`src/fswc_map.vh`:
```
`ifndef FSWC_MAP_VH
`define FSWC_MAP_VH
`define FSWC_ADDR_W        4
`define FSWC_OFS_CTRL      4'h0
`define FSWC_OFS_KEY       4'h1
`define FSWC_OFS_TABLE_POINTER    4'h2
`define FSWC_BIT_ERASE     4
`define FSWC_BIT_ERR       3
`define FSWC_BIT_WGATE     2
`define FSWC_BIT_START     1
`define FSWC_CTRL_MASK     8'h1e
`define FSWC_KEY_FIRST     8'h55
`define FSWC_KEY_SECOND    8'haa
`define FSWC_PTR_W         22
`define FSWC_BLK_LSB       10
`define FSWC_WRITE_NS      1000
`define FSWC_ERASE_NS      2000
`define FSWC_CLK_MHZ       250
`define FSWC_WRITE_CYC     ((`FSWC_WRITE_NS * `FSWC_CLK_MHZ + 999) / 1000)
`define FSWC_ERASE_CYC     ((`FSWC_ERASE_NS * `FSWC_CLK_MHZ + 999) / 1000)
`endif

```
`src/fswc_unlock.v`:
```
`include "fswc_map.vh"
`default_nettype none
// Tracks the two-write key sequence; armed from the second key write until the next control or key write.
module fswc_unlock (
  input  wire       clk,
  input  wire       rst_n,
  input  wire       key_wr,
  input  wire [7:0] key_data,
  input  wire       other_wr,
  input  wire       consume,
  output reg        armed_q
);
  reg first_q;
  always @(posedge clk or negedge rst_n) begin
    if (!rst_n) begin
      first_q <= 1'b0;
      armed_q <= 1'b0;
    end else if (consume) begin
      first_q <= 1'b0;
      armed_q <= 1'b0;
    end else if (key_wr) begin
      first_q <= (key_data == `FSWC_KEY_FIRST);
      armed_q <= first_q && (key_data == `FSWC_KEY_SECOND);
    end else if (other_wr) begin
      first_q <= 1'b0;
    end
  end
endmodule
`default_nettype wire

```
`src/fswc_timer.v`:
```
`include "fswc_map.vh"
`default_nettype none
// Down counter that times one programming cycle and pulses done at its end.
module fswc_timer #(
  parameter W = 16
) (
  input  wire         clk,
  input  wire         rst_n,
  input  wire         load,
  input  wire [W-1:0] count,
  output reg          busy_q,
  output reg          done_q
);
  reg [W-1:0] cnt_q;
  always @(posedge clk or negedge rst_n) begin
    if (!rst_n) begin
      cnt_q  <= {W{1'b0}};
      busy_q <= 1'b0;
      done_q <= 1'b0;
    end else begin
      done_q <= 1'b0;
      if (load) begin
        cnt_q  <= count;
        busy_q <= 1'b1;
      end else if (busy_q) begin
        if (cnt_q <= {{(W-1){1'b0}}, 1'b1}) begin
          busy_q <= 1'b0;
          done_q <= 1'b1;
        end else begin
          cnt_q <= cnt_q - {{(W-1){1'b0}}, 1'b1};
        end
      end
    end
  end
endmodule
`default_nettype wire

```
`src/fswc_top.v`:
```
`include "fswc_map.vh"
`default_nettype none
module fswc_top #(
  parameter TW        = 16,
  parameter WRITE_CYC = `FSWC_WRITE_CYC,
  parameter ERASE_CYC = `FSWC_ERASE_CYC
) (
  input  wire                      clk,
  input  wire                      rst_n,
  input  wire [`FSWC_ADDR_W-1:0]   addr,
  input  wire [7:0]                wdata,
  input  wire                      wr,
  input  wire                      rd,
  output reg  [7:0]                rdata,
  output reg                       flash_erase,
  output reg                       flash_write,
  output reg  [`FSWC_PTR_W-1:0]    flash_addr,
  output reg                       cpu_stall
);
  localparam ST_IDLE  = 3'b001;
  localparam ST_WRITE = 3'b010;
  localparam ST_ERASE = 3'b100;

  reg  [2:0]              state_q;
  reg  [2:0]              state_d;
  reg                     erase_q;
  reg                     err_q;
  reg                     gate_q;
  reg                     start_q;
  reg                     boot_q;
  reg  [`FSWC_PTR_W-1:0]  ptr_q;
  wire                    armed;
  wire                    busy;
  wire                    done;

  wire ctrl_wr   = wr && (addr == `FSWC_OFS_CTRL);
  wire key_wr    = wr && (addr == `FSWC_OFS_KEY);
  wire ptr_wr    = wr && (addr == `FSWC_OFS_TABLE_POINTER);
  wire start_req = ctrl_wr && wdata[`FSWC_BIT_START] && !start_q;
  wire gate_new  = wdata[`FSWC_BIT_WGATE];
  wire legal     = start_req && armed && gate_new && gate_q;
  wire improper  = start_req && !legal;
  wire erase_sel = wdata[`FSWC_BIT_ERASE];

  fswc_unlock u_unlock (
    .clk      (clk),
    .rst_n    (rst_n),
    .key_wr   (key_wr),
    .key_data (wdata),
    .other_wr (wr && !key_wr),
    .consume  (ctrl_wr),
    .armed_q  (armed)
  );

  fswc_timer #(.W(TW)) u_timer (
    .clk    (clk),
    .rst_n  (rst_n),
    .load   (legal),
    .count  (erase_sel ? ERASE_CYC[TW-1:0] : WRITE_CYC[TW-1:0]),
    .busy_q (busy),
    .done_q (done)
  );

  always @* begin
    state_d = state_q;
    case (state_q)
      ST_IDLE:  if (legal) state_d = erase_sel ? ST_ERASE : ST_WRITE;
      ST_WRITE: if (done) state_d = ST_IDLE;
      ST_ERASE: if (done) state_d = ST_IDLE;
      default:  state_d = ST_IDLE;
    endcase
  end

  always @(posedge clk or negedge rst_n) begin
    if (!rst_n) begin
      state_q <= ST_IDLE;
      erase_q <= 1'b0;
      err_q   <= 1'b0;
      gate_q  <= 1'b0;
      start_q <= 1'b0;
      boot_q  <= 1'b0;
      ptr_q   <= {`FSWC_PTR_W{1'b0}};
    end else begin
      state_q <= state_d;
      boot_q  <= 1'b1;
      if (ptr_wr && !busy) begin
        ptr_q <= {{(`FSWC_PTR_W-8){1'b0}}, wdata};
      end
      if (ctrl_wr && !busy) begin
        gate_q  <= gate_new;
        erase_q <= erase_sel;
      end
      if (legal) begin
        start_q <= 1'b1;
      end else if (done) begin
        start_q <= 1'b0;
        if (state_q == ST_ERASE) begin
          erase_q <= 1'b0;
        end
      end
      // Error sets win over a software write of the same bit.
      if (improper) begin
        err_q <= 1'b1;
      end else if (!boot_q && start_q) begin
        err_q <= 1'b1;
      end else if (ctrl_wr) begin
        err_q <= wdata[`FSWC_BIT_ERR];
      end
    end
  end

  always @(posedge clk or negedge rst_n) begin
    if (!rst_n) begin
      rdata       <= 8'h00;
      flash_erase <= 1'b0;
      flash_write <= 1'b0;
      flash_addr  <= {`FSWC_PTR_W{1'b0}};
      cpu_stall   <= 1'b0;
    end else begin
      rdata <= 8'h00;
      if (rd && addr == `FSWC_OFS_CTRL) begin
        rdata <= {3'b000, erase_q, err_q, gate_q, start_q, 1'b0};
      end
      flash_erase <= (state_d == ST_ERASE);
      flash_write <= (state_d == ST_WRITE);
      cpu_stall   <= (state_d == ST_ERASE);
      if (legal) begin
        flash_addr <= erase_sel ?
          {ptr_q[`FSWC_PTR_W-1:`FSWC_BLK_LSB], {`FSWC_BLK_LSB{1'b0}}} : ptr_q;
      end
    end
  end
endmodule
`default_nettype wire

```
`config.mk`:
```
export PLATFORM = sky130hd
export DESIGN_NAME = fswc_top
export DESIGN_NICKNAME = d
export VERILOG_FILES = /design/src/fswc_unlock.v /design/src/fswc_timer.v /design/src/fswc_top.v
export VERILOG_INCLUDE_DIRS = /design/src
export SDC_FILE = /design/constraint.sdc
export NUM_CORES = 1
export LEC_CHECK = 0
export BUFFER_PORTS_ARGS = -buffer_cell sky130_fd_sc_hd__clkbuf_2
export CORE_ASPECT_RATIO = 0.7
export CORE_UTILIZATION = 60
export CTS_BUF_LIST = sky130_fd_sc_hd__clkbuf_8
export CTS_CLUSTER_DIAMETER = 150
export DETAILED_ROUTE_END_ITERATION = 8
export PLACE_DENSITY = 0.85
export SYNTH_ARGS = -nofsm -noshare
export SYNTH_HDL_FRONTEND = slang
export SYNTH_HIERARCHICAL = 1
export SYNTH_SLANG_ARGS = --single-unit
export TNS_END_PERCENT = 1
```
`constraint.sdc`:
```
create_clock -name clk -period 3.45 [get_ports clk]
set_clock_uncertainty 0.2 [all_clocks]
set_input_delay 0.69 -clock clk [delete_from_list [all_inputs] [get_ports clk]]
set_output_delay 0.69 -clock clk [all_outputs]
set_load 0.02 [all_outputs]
```
==> results of run 1 <==
==> final cells by class <==
type	instances	area (um2)
well taps	55	68.8
inverters	17	63.8
clock inverters	3	41.3
multi-input cells	200	1400
flip-flops and latches	50	1250
clock buffers	5	68.8
fillers	338	1340
repair buffers	32	165
==> registers in the layout (all words and copies together), names as in the netlist, 3 cells and up <==
| signal | count |
|---|---|
| rdata | 4 |
| state_q | 3 |
| flash_addr | 8 |
| u_timer/cnt_q | 16 |
| ptr_q | 8 |
==> through the flow <==
stage               hold slack, ns  util, %  power (mW)
floorplan                    0.194        -       0.651
CTS                          0.299     69.5        1.06
finish                       0.287     69.5        1.05
global route                 0.322     69.5        1.10
global placement             0.277     67.0       0.667
detailed placement           0.284     67.0       0.668
==> power breakdown <==
part | leakage, nW | switching (mW) | internal, mW
logic | 0.825 | 0.0506 | 0.0165
clock network | 0.0556 | 0.180 | 0.213
registers | 0.626 | 0.00116 | 0.588
==> per-layer routing <==
layer	vias up	global-route usage, %
li1	1002	-
met5	-	0
met3	9	4.18
met4	0	6.78
met2	93	34.8
met1	985	36.1
==> cells in the final DEF (no fill, tap or decap), types with 2 or more instances in the layout <==
| cell type | netlist | final |
|---|---|---|
| sky130_fd_sc_hd__clkbuf_2 | 0 | 30 |
| sky130_fd_sc_hd__a2bb2oi_1 | 6 | 6 |
| sky130_fd_sc_hd__and3_1 | 2 | 2 |
| sky130_fd_sc_hd__nor3b_1 | 2 | 2 |
| sky130_fd_sc_hd__nor3_1 | 6 | 6 |
| sky130_fd_sc_hd__dfrtp_1 | 49 | 49 |
| sky130_fd_sc_hd__o21ai_0 | 6 | 6 |
| sky130_fd_sc_hd__buf_4 | 19 | 2 |
| sky130_fd_sc_hd__conb_1 | 2 | 31 |
| sky130_fd_sc_hd__and4bb_2 | 2 | 2 |
| sky130_fd_sc_hd__nor2_1 | 16 | 16 |
| sky130_fd_sc_hd__nand3_1 | 8 | 8 |
| sky130_fd_sc_hd__and4_1 | 3 | 3 |
| sky130_fd_sc_hd__a21oi_1 | 12 | 12 |
| sky130_fd_sc_hd__clkbuf_8 | 0 | 5 |
| sky130_fd_sc_hd__ha_1 | 2 | 2 |
| sky130_fd_sc_hd__o211ai_1 | 6 | 6 |
| sky130_fd_sc_hd__nor2b_1 | 11 | 11 |
| sky130_fd_sc_hd__mux2_2 | 14 | 14 |
| sky130_fd_sc_hd__nand4_1 | 4 | 4 |
| sky130_fd_sc_hd__nand2b_1 | 3 | 3 |
| sky130_fd_sc_hd__o31ai_1 | 6 | 6 |
| sky130_fd_sc_hd__a31oi_1 | 4 | 4 |
| sky130_fd_sc_hd__nand2_1 | 11 | 11 |
| sky130_fd_sc_hd__inv_1 | 17 | 18 |
| sky130_fd_sc_hd__a21o_1 | 2 | 2 |
| sky130_fd_sc_hd__mux2_4 | 2 | 2 |
==> how the worst max path moves through the flow <==
stage | start | endpoint | depth (start not counted)
after CTS | addr[3] | u_timer/cnt_q[13] | 7
after global routing | u_timer/cnt_q[11] | u_timer/cnt_q[10] | 4
after detailed placement | addr[3] | u_timer/cnt_q[13] | 7
after floorplan | addr[3] | u_timer/cnt_q[0] | 9
after global placement | addr[3] | u_timer/cnt_q[9] | 9
final | u_timer/cnt_q[11] | u_timer/cnt_q[10] | 4
==> cell families (layout without fill, tap and decap cells) <==
logic type | count (synthesis) | in the layout | synth area share, %
flops | 50 | 50 | 44.7
mux | 17 | 17 | 7.06
buf+inv | 46 | 57 | 9.07
xor+xnor | 1 | 1 | 0.313
fa+ha+maj | 2 | 2 | 0.894
compound gates | 57 | 57 | 14.7
simple gates | 92 | 92 | 22.9
other cells | 2 | 31 | 0.268
==> reports/qor.log, run 1 <==
[run_status] outcome complete, no violations
[worst_setup_path] Buf+Inv Stages, Crit Path 0
[timing] unrepaired setup endpoints after global routing no
[drt] count of routing violations after the opening detailed-route iteration 243
[timing] setup TNS 0 ns
[drt] post-detailed-route DRC marker count 0
[clock_tree] clock root buffer sky130_fd_sc_hd__clkbuf_8
[drt] Vias per Instance 5.77
[placed_design] number of buffer cells added on primary ports 30
[placed_design] total instance count after detailed placement 354
[drt] total length of routed met3 wires 344 um
[worst_setup_path] slowest library cell on the worst path sky130_fd_sc_hd__nor4_1
[power] Pwr per Cell Area 343 mW/mm2
[floorplanning] die boundary height 59.2 um
[floorplanning] ports placed on the boundary 49
[power] Leakage 1.51 nW
[worst_setup_path] worst flop-to-flop path startpoint u_timer/cnt_q[11]
[logic_synthesis] list of most frequent post-synthesis cells sky130_fd_sc_hd__dfrtp_1, sky130_fd_sc_hd__buf_4, sky130_fd_sc_hd__inv_1
[power] Max rail drop VDD 284 uV
[floorplanning] CORE AREA 0.00440 mm2
[worst_setup_path] data arrival time of the worst path 2.43 ns
[clock_tree] Clk Latency, worst-skew pair 0.29 ns
[drt] met2 WL 2370 um
[worst_setup_path] reg2reg setup slack 0.98 ns
[layout] Nets 324
[logic_synthesis] commonest register cell after synthesis sky130_fd_sc_hd__dfrtp_1
[logic_synthesis] warnings from Yosys 6
[layout] Non-Filler Instances 362
[logic_synthesis] synthesized area divided by synthesized cell count 10.5 um2
[drt] sum of routed wire length over all layers 5510 um
[clock_tree] CTS tree built
[worst_setup_path] worst reg2reg path depth 4
[worst_setup_path] reg2reg end u_timer/cnt_q[10]
[logic_synthesis] share of the yosys chip area belonging to registers 44.7%
[drt] uppermost layer routed met4
[placed_design] final weighted congestion in routability-driven placement 0.871
[floorplanning] FP Rows 20
[clock_tree] number of buffers between clock root and the deepest sink 2
[layout] layout cell share with drive strength beyond 1 24.4%
[placed_design] half-perimeter wire length of the detailed placement result 3940 um
[clock_tree] Clock Pin Slew Worst Setup and Hold Paths 0.08 ns
[drt] Wirelength per Cell 15.2 um
[global_routing] global routing usage summed across all routing layers 23.7%
[logic_synthesis] #FFs+latches synth 50
[drt] DR vias 2089
[logic_synthesis] fraction of post-synthesis cell area in the top cell type by area 43.8%
[worst_setup_path] endpoint class of the critical path flip-flop
[clock_tree] H-tree depth 2
[timing] worst setup margin 0.984 ns
[layout] antenna cells 0
[worst_setup_path] worst path cell trace nor4_1, nand4_1, o21ai_0, a22oi_1
[job] number of max-capacitance violations reported 0
[global_routing] antenna violations before repair 0
[logic_synthesis] dominant cell by count in the synthesized netlist sky130_fd_sc_hd__dfrtp_1
[timing] final critical-path share of the clock period 71.5%
[logic_synthesis] Synth cell types 71
[logic_synthesis] top post-synthesis cells by area sky130_fd_sc_hd__dfrtp_1, sky130_fd_sc_hd__mux2_2, sky130_fd_sc_hd__buf_4
[logic_synthesis] Gate Count Post-Synth 267
[worst_setup_path] Crit path required time 3.41 ns
[timing] peak clock frequency supported by timing 406 MHz
[timing] time the worst path needs with I/O delays and setup 2.47 ns
[layout] area added between synthesis and finish 9.38%
[timing] transition time of the tightest slew-check pin 0.845 ns
[clock_tree] hold buffers post-CTS 0
[floorplanning] Die ar. 0.00495 mm2
[clock_tree] Setup Buffers After CTS 0
[worst_setup_path] cell class contributing the biggest share of worst-path delay simple AND/OR/NAND/NOR gates
[worst_setup_path] startpoint-to-endpoint class of the critical path reg2reg
[worst_setup_path] peak per-stage delay on the critical path 0.59 ns
[timing] number of pins exceeding their max-slew limit in the final report 0
[floorplanning] width of the chip 83.7 um
[worst_setup_path] kind of start point of the critical path flip-flop
[worst_setup_path] maximum fanout along the worst path 11
[min_path] min-delay worst type in2async
[global_routing] pin count of the biggest net entering global routing 37
[logic_synthesis] cell area after synthesis 0.00280 mm2
[logic_synthesis] post-synthesis cell type with the largest combined area sky130_fd_sc_hd__dfrtp_1
[global_routing] via count of the first global-routing pass 1822
[drt] antenna-violating nets left 0
[logic_synthesis] fraction of registers with async set or reset after synthesis 100%
[timing] Slew headroom 43.7%
[placed_design] worst slack, placed 0.700 ns
[timing] final setup violating endpoints 0
[floorplanning] initial cell density of the core 63.6%
[clock_tree] clk sink count 50
[global_routing] remaining global-route overflow 0
[drt] Post-Route M1 WL 2730 um
[layout] Final Instance Area 0.00306 mm2
[clock_tree] TritonCTS Buffers 5
[global_routing] global-route wire length before repair 9050 um
[logic_synthesis] EDFF count, synth 0
[timing] Final Hold Violating Endpoints 0
[drt] total iterations of the first detailed-routing run 4
[placed_design] placement-stage cell area 0.00295 mm2
[clock_tree] number of gates resized after CTS 0
Note: power is estimated with default switching activity, not from simulation.
==> inputs of run 2 (changes only) <==
--- a/config.mk
+++ b/config.mk
@@ -8,11 +8,11 @@
 export LEC_CHECK = 0
 export BUFFER_PORTS_ARGS = -buffer_cell sky130_fd_sc_hd__clkbuf_2
 export CORE_ASPECT_RATIO = 0.7
-export CORE_UTILIZATION = 60
+export CORE_UTILIZATION = 58
 export CTS_BUF_LIST = sky130_fd_sc_hd__clkbuf_8
 export CTS_CLUSTER_DIAMETER = 150
 export DETAILED_ROUTE_END_ITERATION = 8
-export PLACE_DENSITY = 0.85
+export PLACE_DENSITY = 0.82
 export SYNTH_ARGS = -nofsm -noshare
 export SYNTH_HDL_FRONTEND = slang
 export SYNTH_HIERARCHICAL = 1
==> constraint.sdc (replaced) <==
create_clock -name clk -period 2.5 [get_ports clk]
set_clock_uncertainty 0.2 [all_clocks]
set_input_delay 0.5 -clock clk [delete_from_list [all_inputs] [get_ports clk]]
set_output_delay 0.5 -clock clk [all_outputs]
set_load 0.02 [all_outputs]
==> reports/qor.log, run 2 (synthesis gave the netlist of run 1 again) <==
[run_status] outcome complete, no violations [unchanged]
[floorplanning] Die ar. 0.00511 mm2 [was 0.00495 mm2]
[worst_setup_path] slowest library cell on the worst path sky130_fd_sc_hd__nor4bb_1 [was sky130_fd_sc_hd__nor4_1]
[clock_tree] TritonCTS Buffers 5 [unchanged]
[clock_tree] Clock Pin Slew Worst Setup and Hold Paths 0.09 ns [was 0.08 ns]
[placed_design] final weighted congestion in routability-driven placement 0.925 [was 0.871]
[global_routing] remaining global-route overflow 0 [unchanged]
[floorplanning] FP Rows 20 [unchanged]
[timing] setup TNS 0 ns [unchanged]
[placed_design] half-perimeter wire length of the detailed placement result 4420 um [was 3940 um]
[clock_tree] Clk Latency, worst-skew pair 0.31 ns [was 0.29 ns]
[power] post-layout total power 1.47 mW [was 1.05 mW]
[clock_tree] H-tree depth 2 [unchanged]
[clock_tree] clk sink count 50 [unchanged]
[layout] Nets 335 [was 324]
[worst_setup_path] worst flop-to-flop path startpoint u_timer/cnt_q[0] [was u_timer/cnt_q[11]]
[drt] count of routing violations after the opening detailed-route iteration 145 [was 243]
[clock_tree] number of gates resized after CTS 0 [unchanged]
[power] Max rail drop VDD 235 uV [was 284 uV]
[placed_design] number of buffer cells added on primary ports 30 [unchanged]
[clock_tree] number of buffers between clock root and the deepest sink 2 [unchanged]
[timing] peak clock frequency supported by timing 453 MHz [was 406 MHz]
[floorplanning] die boundary height 60.1 um [was 59.2 um]
[timing] number of pins exceeding their max-slew limit in the final report 0 [unchanged]
[drt] DR vias 2133 [was 2089]
[worst_setup_path] peak per-stage delay on the critical path 0.61 ns [was 0.59 ns]
[worst_setup_path] worst path cell trace inv_1, ha_1, nor4bb_1, a311oi_1, a21oi_1, a22oi_1 [was nor4_1, nand4_1, o21ai_0, a22oi_1]
[drt] antenna-violating nets left 0 [unchanged]
[layout] Multi-input gate area 0.00140 mm2 [unchanged]
[power] Pwr per Cell Area 467 mW/mm2 [was 343 mW/mm2]
[floorplanning] initial cell density of the core 62.5% [was 63.6%]
[timing] final setup violating endpoints 0 [unchanged]
[power] Leakage 1.56 nW [was 1.51 nW]
[min_path] hold path startpoint wdata[7]
[worst_setup_path] kind of start point of the critical path flip-flop [unchanged]
[drt] sum of routed wire length over all layers 5960 um [was 5510 um]
[drt] Vias per Instance 5.72 [was 5.77]
[layout] max reg flops 16 [unchanged]
[global_routing] global-route wire length before repair 9490 um [was 9050 um]
[job] number of max-capacitance violations reported 0 [unchanged]
[clock_tree] hold buffers post-CTS 1 [was 0]
[layout] filler instances 338 [unchanged]
[global_routing] global routing usage summed across all routing layers 24.7% [was 23.7%]
[timing] Slew headroom 57.9% [was 43.7%]
[worst_setup_path] capture point of the worst path u_timer/cnt_q[10] [unchanged]
[worst_setup_path] Worst path depth 6 [was 4]
[drt] Wirelength per Cell 16.0 um [was 15.2 um]
[clock_tree] CTS tree built [unchanged]
[clock_tree] Setup Buffers After CTS 0 [unchanged]
[floorplanning] CORE AREA 0.00448 mm2 [was 0.00440 mm2]
[layout] most frequent cells in the layout sky130_fd_sc_hd__dfrtp_1, sky130_fd_sc_hd__conb_1, sky130_fd_sc_hd__clkbuf_2, sky130_fd_sc_hd__inv_1, sky130_fd_sc_hd__nor2_1 [unchanged]
[worst_setup_path] data arrival time of the worst path 2.19 ns [was 2.43 ns]
[worst_setup_path] reg2reg setup slack 0.29 ns [was 0.98 ns]
[layout] antenna cells 0 [unchanged]
[clock_tree] clock root buffer sky130_fd_sc_hd__clkbuf_8 [unchanged]
[global_routing] pin count of the biggest net entering global routing 23 [was 37]
[worst_setup_path] cell class contributing the biggest share of worst-path delay simple AND/OR/NAND/NOR gates [unchanged]
[global_routing] antenna violations before repair 0 [unchanged]
[layout] area added between synthesis and finish 12.9% [was 9.38%]
[worst_setup_path] worst reg2reg path depth 6 [was 4]
[worst_setup_path] worst setup path startpoint u_timer/cnt_q[0] [was u_timer/cnt_q[11]]
[timing] Final Hold Violating Endpoints 0 [unchanged]
[drt] total iterations of the first detailed-routing run 4 [unchanged]
[timing] unrepaired setup endpoints after global routing no [unchanged]
[layout] Top Registers u_timer/cnt_q: 16 flops, flash_addr: 8 flops, ptr_q: 8 flops [unchanged]
[worst_setup_path] Crit path required time 2.48 ns [was 3.41 ns]
[layout] total area of sequential cells 0.00125 mm2 [unchanged]
[min_path] min-delay worst type in2reg [was in2async]
[timing] final critical-path share of the clock period 88.3% [was 71.5%]
[global_routing] via count of the first global-routing pass 1940 [was 1822]
[worst_setup_path] maximum fanout along the worst path 7 [was 11]
[timing] transition time of the tightest slew-check pin 0.623 ns [was 0.845 ns]
[worst_setup_path] endpoint class of the critical path flip-flop [unchanged]
[timing] time the worst path needs with I/O delays and setup 2.21 ns [was 2.47 ns]
[layout] Top reg by flops u_timer/cnt_q [unchanged]
[layout] commonest non-fill, non-tap cell in the layout sky130_fd_sc_hd__dfrtp_1 [unchanged]
[floorplanning] width of the chip 85.1 um [was 83.7 um]
[floorplanning] ports placed on the boundary 49 [unchanged]
[drt] post-detailed-route DRC marker count 0 [unchanged]
[layout] layout cell share with drive strength beyond 1 26.7% [was 24.4%]
[worst_setup_path] Buf+Inv Stages, Crit Path 1 [was 0]
[worst_setup_path] startpoint-to-endpoint class of the critical path reg2reg [unchanged]
[worst_setup_path] reg2reg end u_timer/cnt_q[10] [unchanged]
[run 2: cell types whose count changed in the layout (fill, tap and decap cells not counted)]
cell | before | now
sky130_fd_sc_hd__buf_4 | 2 | 11
sky130_fd_sc_hd__dlygate4sd3_1 | 0 | 1
sky130_fd_sc_hd__buf_12 | 0 | 1
[run 2: per-layer routing]
metal | global-route usage [%] | part of all wire, % | routed length, um | up-vias
met5 | 0 | 0 | 0 | -
met4 | 8.96 | 0.89 | 53 | 0
met3 | 4.97 | 6.0 | 358 | 5
met2 | 35.8 | 44 | 2600 | 80
met1 | 36.8 | 49 | 2950 | 1028
li1 | - | - | - | 1020
[run 2: worst min path at each step]
stage                     depth (start not counted)  slack [ns]                to
after floorplan                                   0       0.004            boot_q
after global placement                            1        0.28  u_timer/cnt_q[9]
after detailed placement                          1        0.28  u_timer/cnt_q[9]
after CTS                                         2        0.25          ptr_q[7]
after global routing                              2        0.27          ptr_q[7]
final                                             2        0.25          ptr_q[7]
[run 2: power by group]
part,switching (mW),total [mW],internal [mW]
combinational,0.0704,0.0952,0.0248
sequential,0.00160,0.814,0.812
clock,0.272,0.566,0.295
total,0.344,1.47,1.13
[run 2: cell type report]
class | count | area share [%]
well taps | 55 | 2.18
flip-flops and latches | 50 | 39.6
repair buffers | 43 | 8.31
clock buffers | 5 | 2.18
clock inverters | 3 | 1.31
multi-input cells | 200 | 44.4
inverters | 17 | 2.02
[run 2: per-stage QoR]
stage / worst slack (ns) / instances / utilization (%) / hold slack, ns / instance area [um2]
6_report: 0.294 / 373 / 70.6 / 0.251 / 3160
5_1_grt: 0.132 / 373 / 70.6 / 0.267 / 3160
4_1_cts: 0.351 / 373 / 70.6 / 0.252 / 3160
3_5_place_dp: 0.141 / 364 / 67.9 / 0.284 / 3040
3_3_place_gp: 0.238 / 364 / 67.9 / 0.275 / 3040
2_1_floorplan: 0.291 / 296 / - / 0.00441 / 2910
==> inputs of run 3 (changes only) <==
--- a/config.mk
+++ b/config.mk
@@ -7,12 +7,14 @@
 export NUM_CORES = 1
 export LEC_CHECK = 0
 export BUFFER_PORTS_ARGS = -buffer_cell sky130_fd_sc_hd__clkbuf_2
+export CELL_PAD_IN_SITES_DETAIL_PLACEMENT = 1
+export CELL_PAD_IN_SITES_GLOBAL_PLACEMENT = 2
 export CORE_ASPECT_RATIO = 0.7
-export CORE_UTILIZATION = 58
-export CTS_BUF_LIST = sky130_fd_sc_hd__clkbuf_8
+export CORE_UTILIZATION = 37
+export CTS_BUF_LIST = sky130_fd_sc_hd__clkbuf_2
 export CTS_CLUSTER_DIAMETER = 150
 export DETAILED_ROUTE_END_ITERATION = 8
-export PLACE_DENSITY = 0.82
+export PLACE_DENSITY_LB_ADDON = 0.1
 export SYNTH_ARGS = -nofsm -noshare
 export SYNTH_HDL_FRONTEND = slang
 export SYNTH_HIERARCHICAL = 1
==> reports/qor.log, run 3 (synthesis gave the netlist of run 1 again) <==
[run_status] outcome complete, no violations [unchanged]
[layout] antenna cells 0 [unchanged]
[clock_tree] number of buffers between clock root and the deepest sink 2 [unchanged]
[worst_setup_path] worst flop-to-flop path startpoint u_timer/cnt_q[0] [unchanged]
[global_routing] global routing usage summed across all routing layers 18.0% [was 24.7%]
[drt] sum of routed wire length over all layers 6610 um [was 5960 um]
[timing] number of pins exceeding their max-slew limit in the final report 0 [unchanged]
[timing] final critical-path share of the clock period 85.2% [was 88.3%]
[drt] post-detailed-route DRC marker count 0 [unchanged]
[layout] Final Instance Area 0.00322 mm2 [was 0.00316 mm2]
[power] proportion of power drawn by the clock network 37.3% [was 38.4%]
[worst_setup_path] maximum fanout along the worst path 7 [unchanged]
[layout] max reg flops 16 [unchanged]
[layout] Non-Filler Instances 419 [was 373]
[worst_setup_path] kind of start point of the critical path flip-flop [unchanged]
[layout] Nets 338 [was 335]
[layout] Top Registers u_timer/cnt_q: 16 flops, flash_addr: 8 flops, ptr_q: 8 flops [unchanged]
[worst_setup_path] startpoint-to-endpoint class of the critical path reg2reg [unchanged]
[worst_setup_path] data arrival time of the worst path 2.34 ns [was 2.19 ns]
[worst_setup_path] worst path cell trace inv_1, ha_1, nor4bb_1, buf_4, nand3_1, a21oi_1, o31a_1 [was inv_1, ha_1, nor4bb_1, a311oi_1, a21oi_1, a22oi_1]
[floorplanning] initial cell density of the core 38.3% [was 62.5%]
[layout] layout cell share with drive strength beyond 1 27.7% [was 26.7%]
[placed_design] final weighted congestion in routability-driven placement 0.721 [was 0.925]
[power] sequential group share of total power 56.1% [was 55.2%]
[floorplanning] Die ar. 0.00793 mm2 [was 0.00511 mm2]
[worst_setup_path] Crit path required time 2.71 ns [was 2.48 ns]
[timing] Slew headroom 56.2% [was 57.9%]
[min_path] min-delay worst type in2reg [unchanged]
[power] post-layout total power 1.45 mW [was 1.47 mW]
[power] net switching power figure 0.345 mW [was 0.344 mW]
[drt] DR vias 2114 [was 2133]
[clock_tree] CTS tree built [unchanged]
[power] combinational fraction of design power 6.6% [was 6.5%]
[job] number of max-capacitance violations reported 0 [unchanged]
[timing] unrepaired setup endpoints after global routing no [unchanged]
[clock_tree] TritonCTS Buffers 5 [unchanged]
[layout] area added between synthesis and finish 15.0% [was 12.9%]
[timing] setup TNS 0 ns [unchanged]
[drt] count of routing violations after the opening detailed-route iteration 74 [was 145]
[timing] Final Hold Violating Endpoints 0 [unchanged]
[drt] Wirelength per Cell 15.8 um [was 16.0 um]
[placed_design] total instance count after detailed placement 410 [was 364]
[placed_design] number of buffer cells added on primary ports 30 [unchanged]
[floorplanning] CORE AREA 0.00732 mm2 [was 0.00448 mm2]
[drt] antenna-violating nets left 0 [unchanged]
[timing] final setup violating endpoints 0 [unchanged]
[placed_design] half-perimeter wire length of the detailed placement result 4780 um [was 4420 um]
[floorplanning] ports placed on the boundary 49 [unchanged]
[timing] worst setup margin 0.369 ns [was 0.294 ns]
[timing] time the worst path needs with I/O delays and setup 2.13 ns [was 2.21 ns]
[global_routing] via count of the first global-routing pass 2068 [was 1940]
[floorplanning] FP Rows 26 [was 20]
[clock_tree] H-tree depth 2 [unchanged]
[power] P_int 1.11 mW [was 1.13 mW]
[worst_setup_path] slowest library cell on the worst path sky130_fd_sc_hd__dfrtp_1 [was sky130_fd_sc_hd__nor4bb_1]
[layout] filler instances 851 [was 338]
[global_routing] remaining global-route overflow 0 [unchanged]
[worst_setup_path] worst setup path startpoint u_timer/cnt_q[0] [unchanged]
[clock_tree] clock root buffer sky130_fd_sc_hd__clkbuf_2 [was sky130_fd_sc_hd__clkbuf_8]
[placed_design] placement-stage cell area 0.00312 mm2 [was 0.00304 mm2]
[global_routing] global-route wire length before repair 11000 um [was 9490 um]
[placed_design] worst slack, placed 0.292 ns [was 0.141 ns]
[layout] most frequent cells in the layout sky130_fd_sc_hd__dfrtp_1, sky130_fd_sc_hd__clkbuf_2, sky130_fd_sc_hd__conb_1, sky130_fd_sc_hd__inv_1, sky130_fd_sc_hd__nor2_1 [was sky130_fd_sc_hd__dfrtp_1, sky130_fd_sc_hd__conb_1, sky130_fd_sc_hd__clkbuf_2, sky130_fd_sc_hd__inv_1, sky130_fd_sc_hd__nor2_1]
[floorplanning] die boundary height 74.8 um [was 60.1 um]
[clock_tree] Clock Pin Slew Worst Setup and Hold Paths 0.28 ns [was 0.09 ns]
[layout] Top reg by flops u_timer/cnt_q [unchanged]
[global_routing] antenna violations before repair 0 [unchanged]
[clock_tree] Clk Latency, worst-skew pair 0.44 ns [was 0.31 ns]
[timing] worst hold margin 0.0985 ns [was 0.251 ns]
[drt] Vias per Instance 5.05 [was 5.72]
[min_path] hold path startpoint wdata[6] [was wdata[7]]
[layout] commonest non-fill, non-tap cell in the layout sky130_fd_sc_hd__dfrtp_1 [unchanged]
[timing] peak clock frequency supported by timing 469 MHz [was 453 MHz]
[clock_tree] clk sink count 50 [unchanged]
[global_routing] pin count of the biggest net entering global routing 51 [was 23]
[power] proportion of total power due to net switching 23.7% [was 23.3%]
[layout] final design utilization 44.0% [was 70.6%]
[drt] total iterations of the first detailed-routing run 7 [was 4]
[power] Leakage 1.57 nW [was 1.56 nW]
[worst_setup_path] peak per-stage delay on the critical path 0.49 ns [was 0.61 ns]
[clock_tree] number of gates resized after CTS 0 [unchanged]
[floorplanning] width of the chip 106 um [was 85.1 um]
[power] Pwr per Cell Area 452 mW/mm2 [was 467 mW/mm2]
[timing] transition time of the tightest slew-check pin 0.656 ns [was 0.623 ns]
[worst_setup_path] endpoint class of the critical path flip-flop [unchanged]
[power] Max rail drop VDD 212 uV [was 235 uV]
==> run 3: metal layers <==
| layer | global-route usage, % | part of all wire [%] |
|---|---|---|
| met3 | 2.86 | 2.7 |
| met2 | 24.4 | 38 |
| met4 | 3.70 | 0.65 |
| met1 | 29.2 | 58 |
| met5 | 0 | 0 |
==> run 3: power by group through the flow <==
stage	logic (mW)	clock network, mW	registers (mW)
after floorplan	0.0684	0	0.831
after global placement	0.0946	0	0.830
after detailed placement	0.0952	0	0.830
after CTS	0.0965	0.574	0.817
after global routing	0.106	0.604	0.818
final	0.0956	0.543	0.817
==> run 3: layout make-up <==
cell class / instances / area, um2 / share of cell area, %
multi-input cells: 200 / 1400 / 43.6
flip-flops and latches: 50 / 1250 / 38.9
repair buffers: 46 / 285 / 8.86
well taps: 98 / 123 / 3.81
clock inverters: 3 / 68.8 / 2.14
inverters: 17 / 63.8 / 1.98
clock buffers: 5 / 25.0 / 0.777
==> run 3: what timing repair did <==
item                                    in CTS  in global routing
endpoints found under the setup margin       0                  0
hold buffers                                 1                  0
buffers inserted                             0                  0
hold endpoints to repair                    49                  0
==> run 3: critical path, delay by kind of cell, from the launching register on <==
| family | cells | cell delay (ns) |
|---|---|---|
| buf+inv | 2 | 0.33 |
| fa+ha+maj | 1 | 0.30 |
| simple gates | 2 | 0.48 |
| compound gates | 2 | 0.29 |
| flops | 1 | 0.49 |
==> run 3: worst paths after layout <==
kind                                          end  slack [ns]  cells past startpoint
worst max-delay path             u_timer/cnt_q[8]        0.37                      7
worst min-delay path                     ptr_q[6]         0.1                      2
worst max register to register   u_timer/cnt_q[8]        0.37                      7
worst min register to register           rdata[4]        0.33                      2
max in group asynchronous                   err_q        1.18                      3
min in group asynchronous       u_timer/cnt_q[15]        0.46                      3
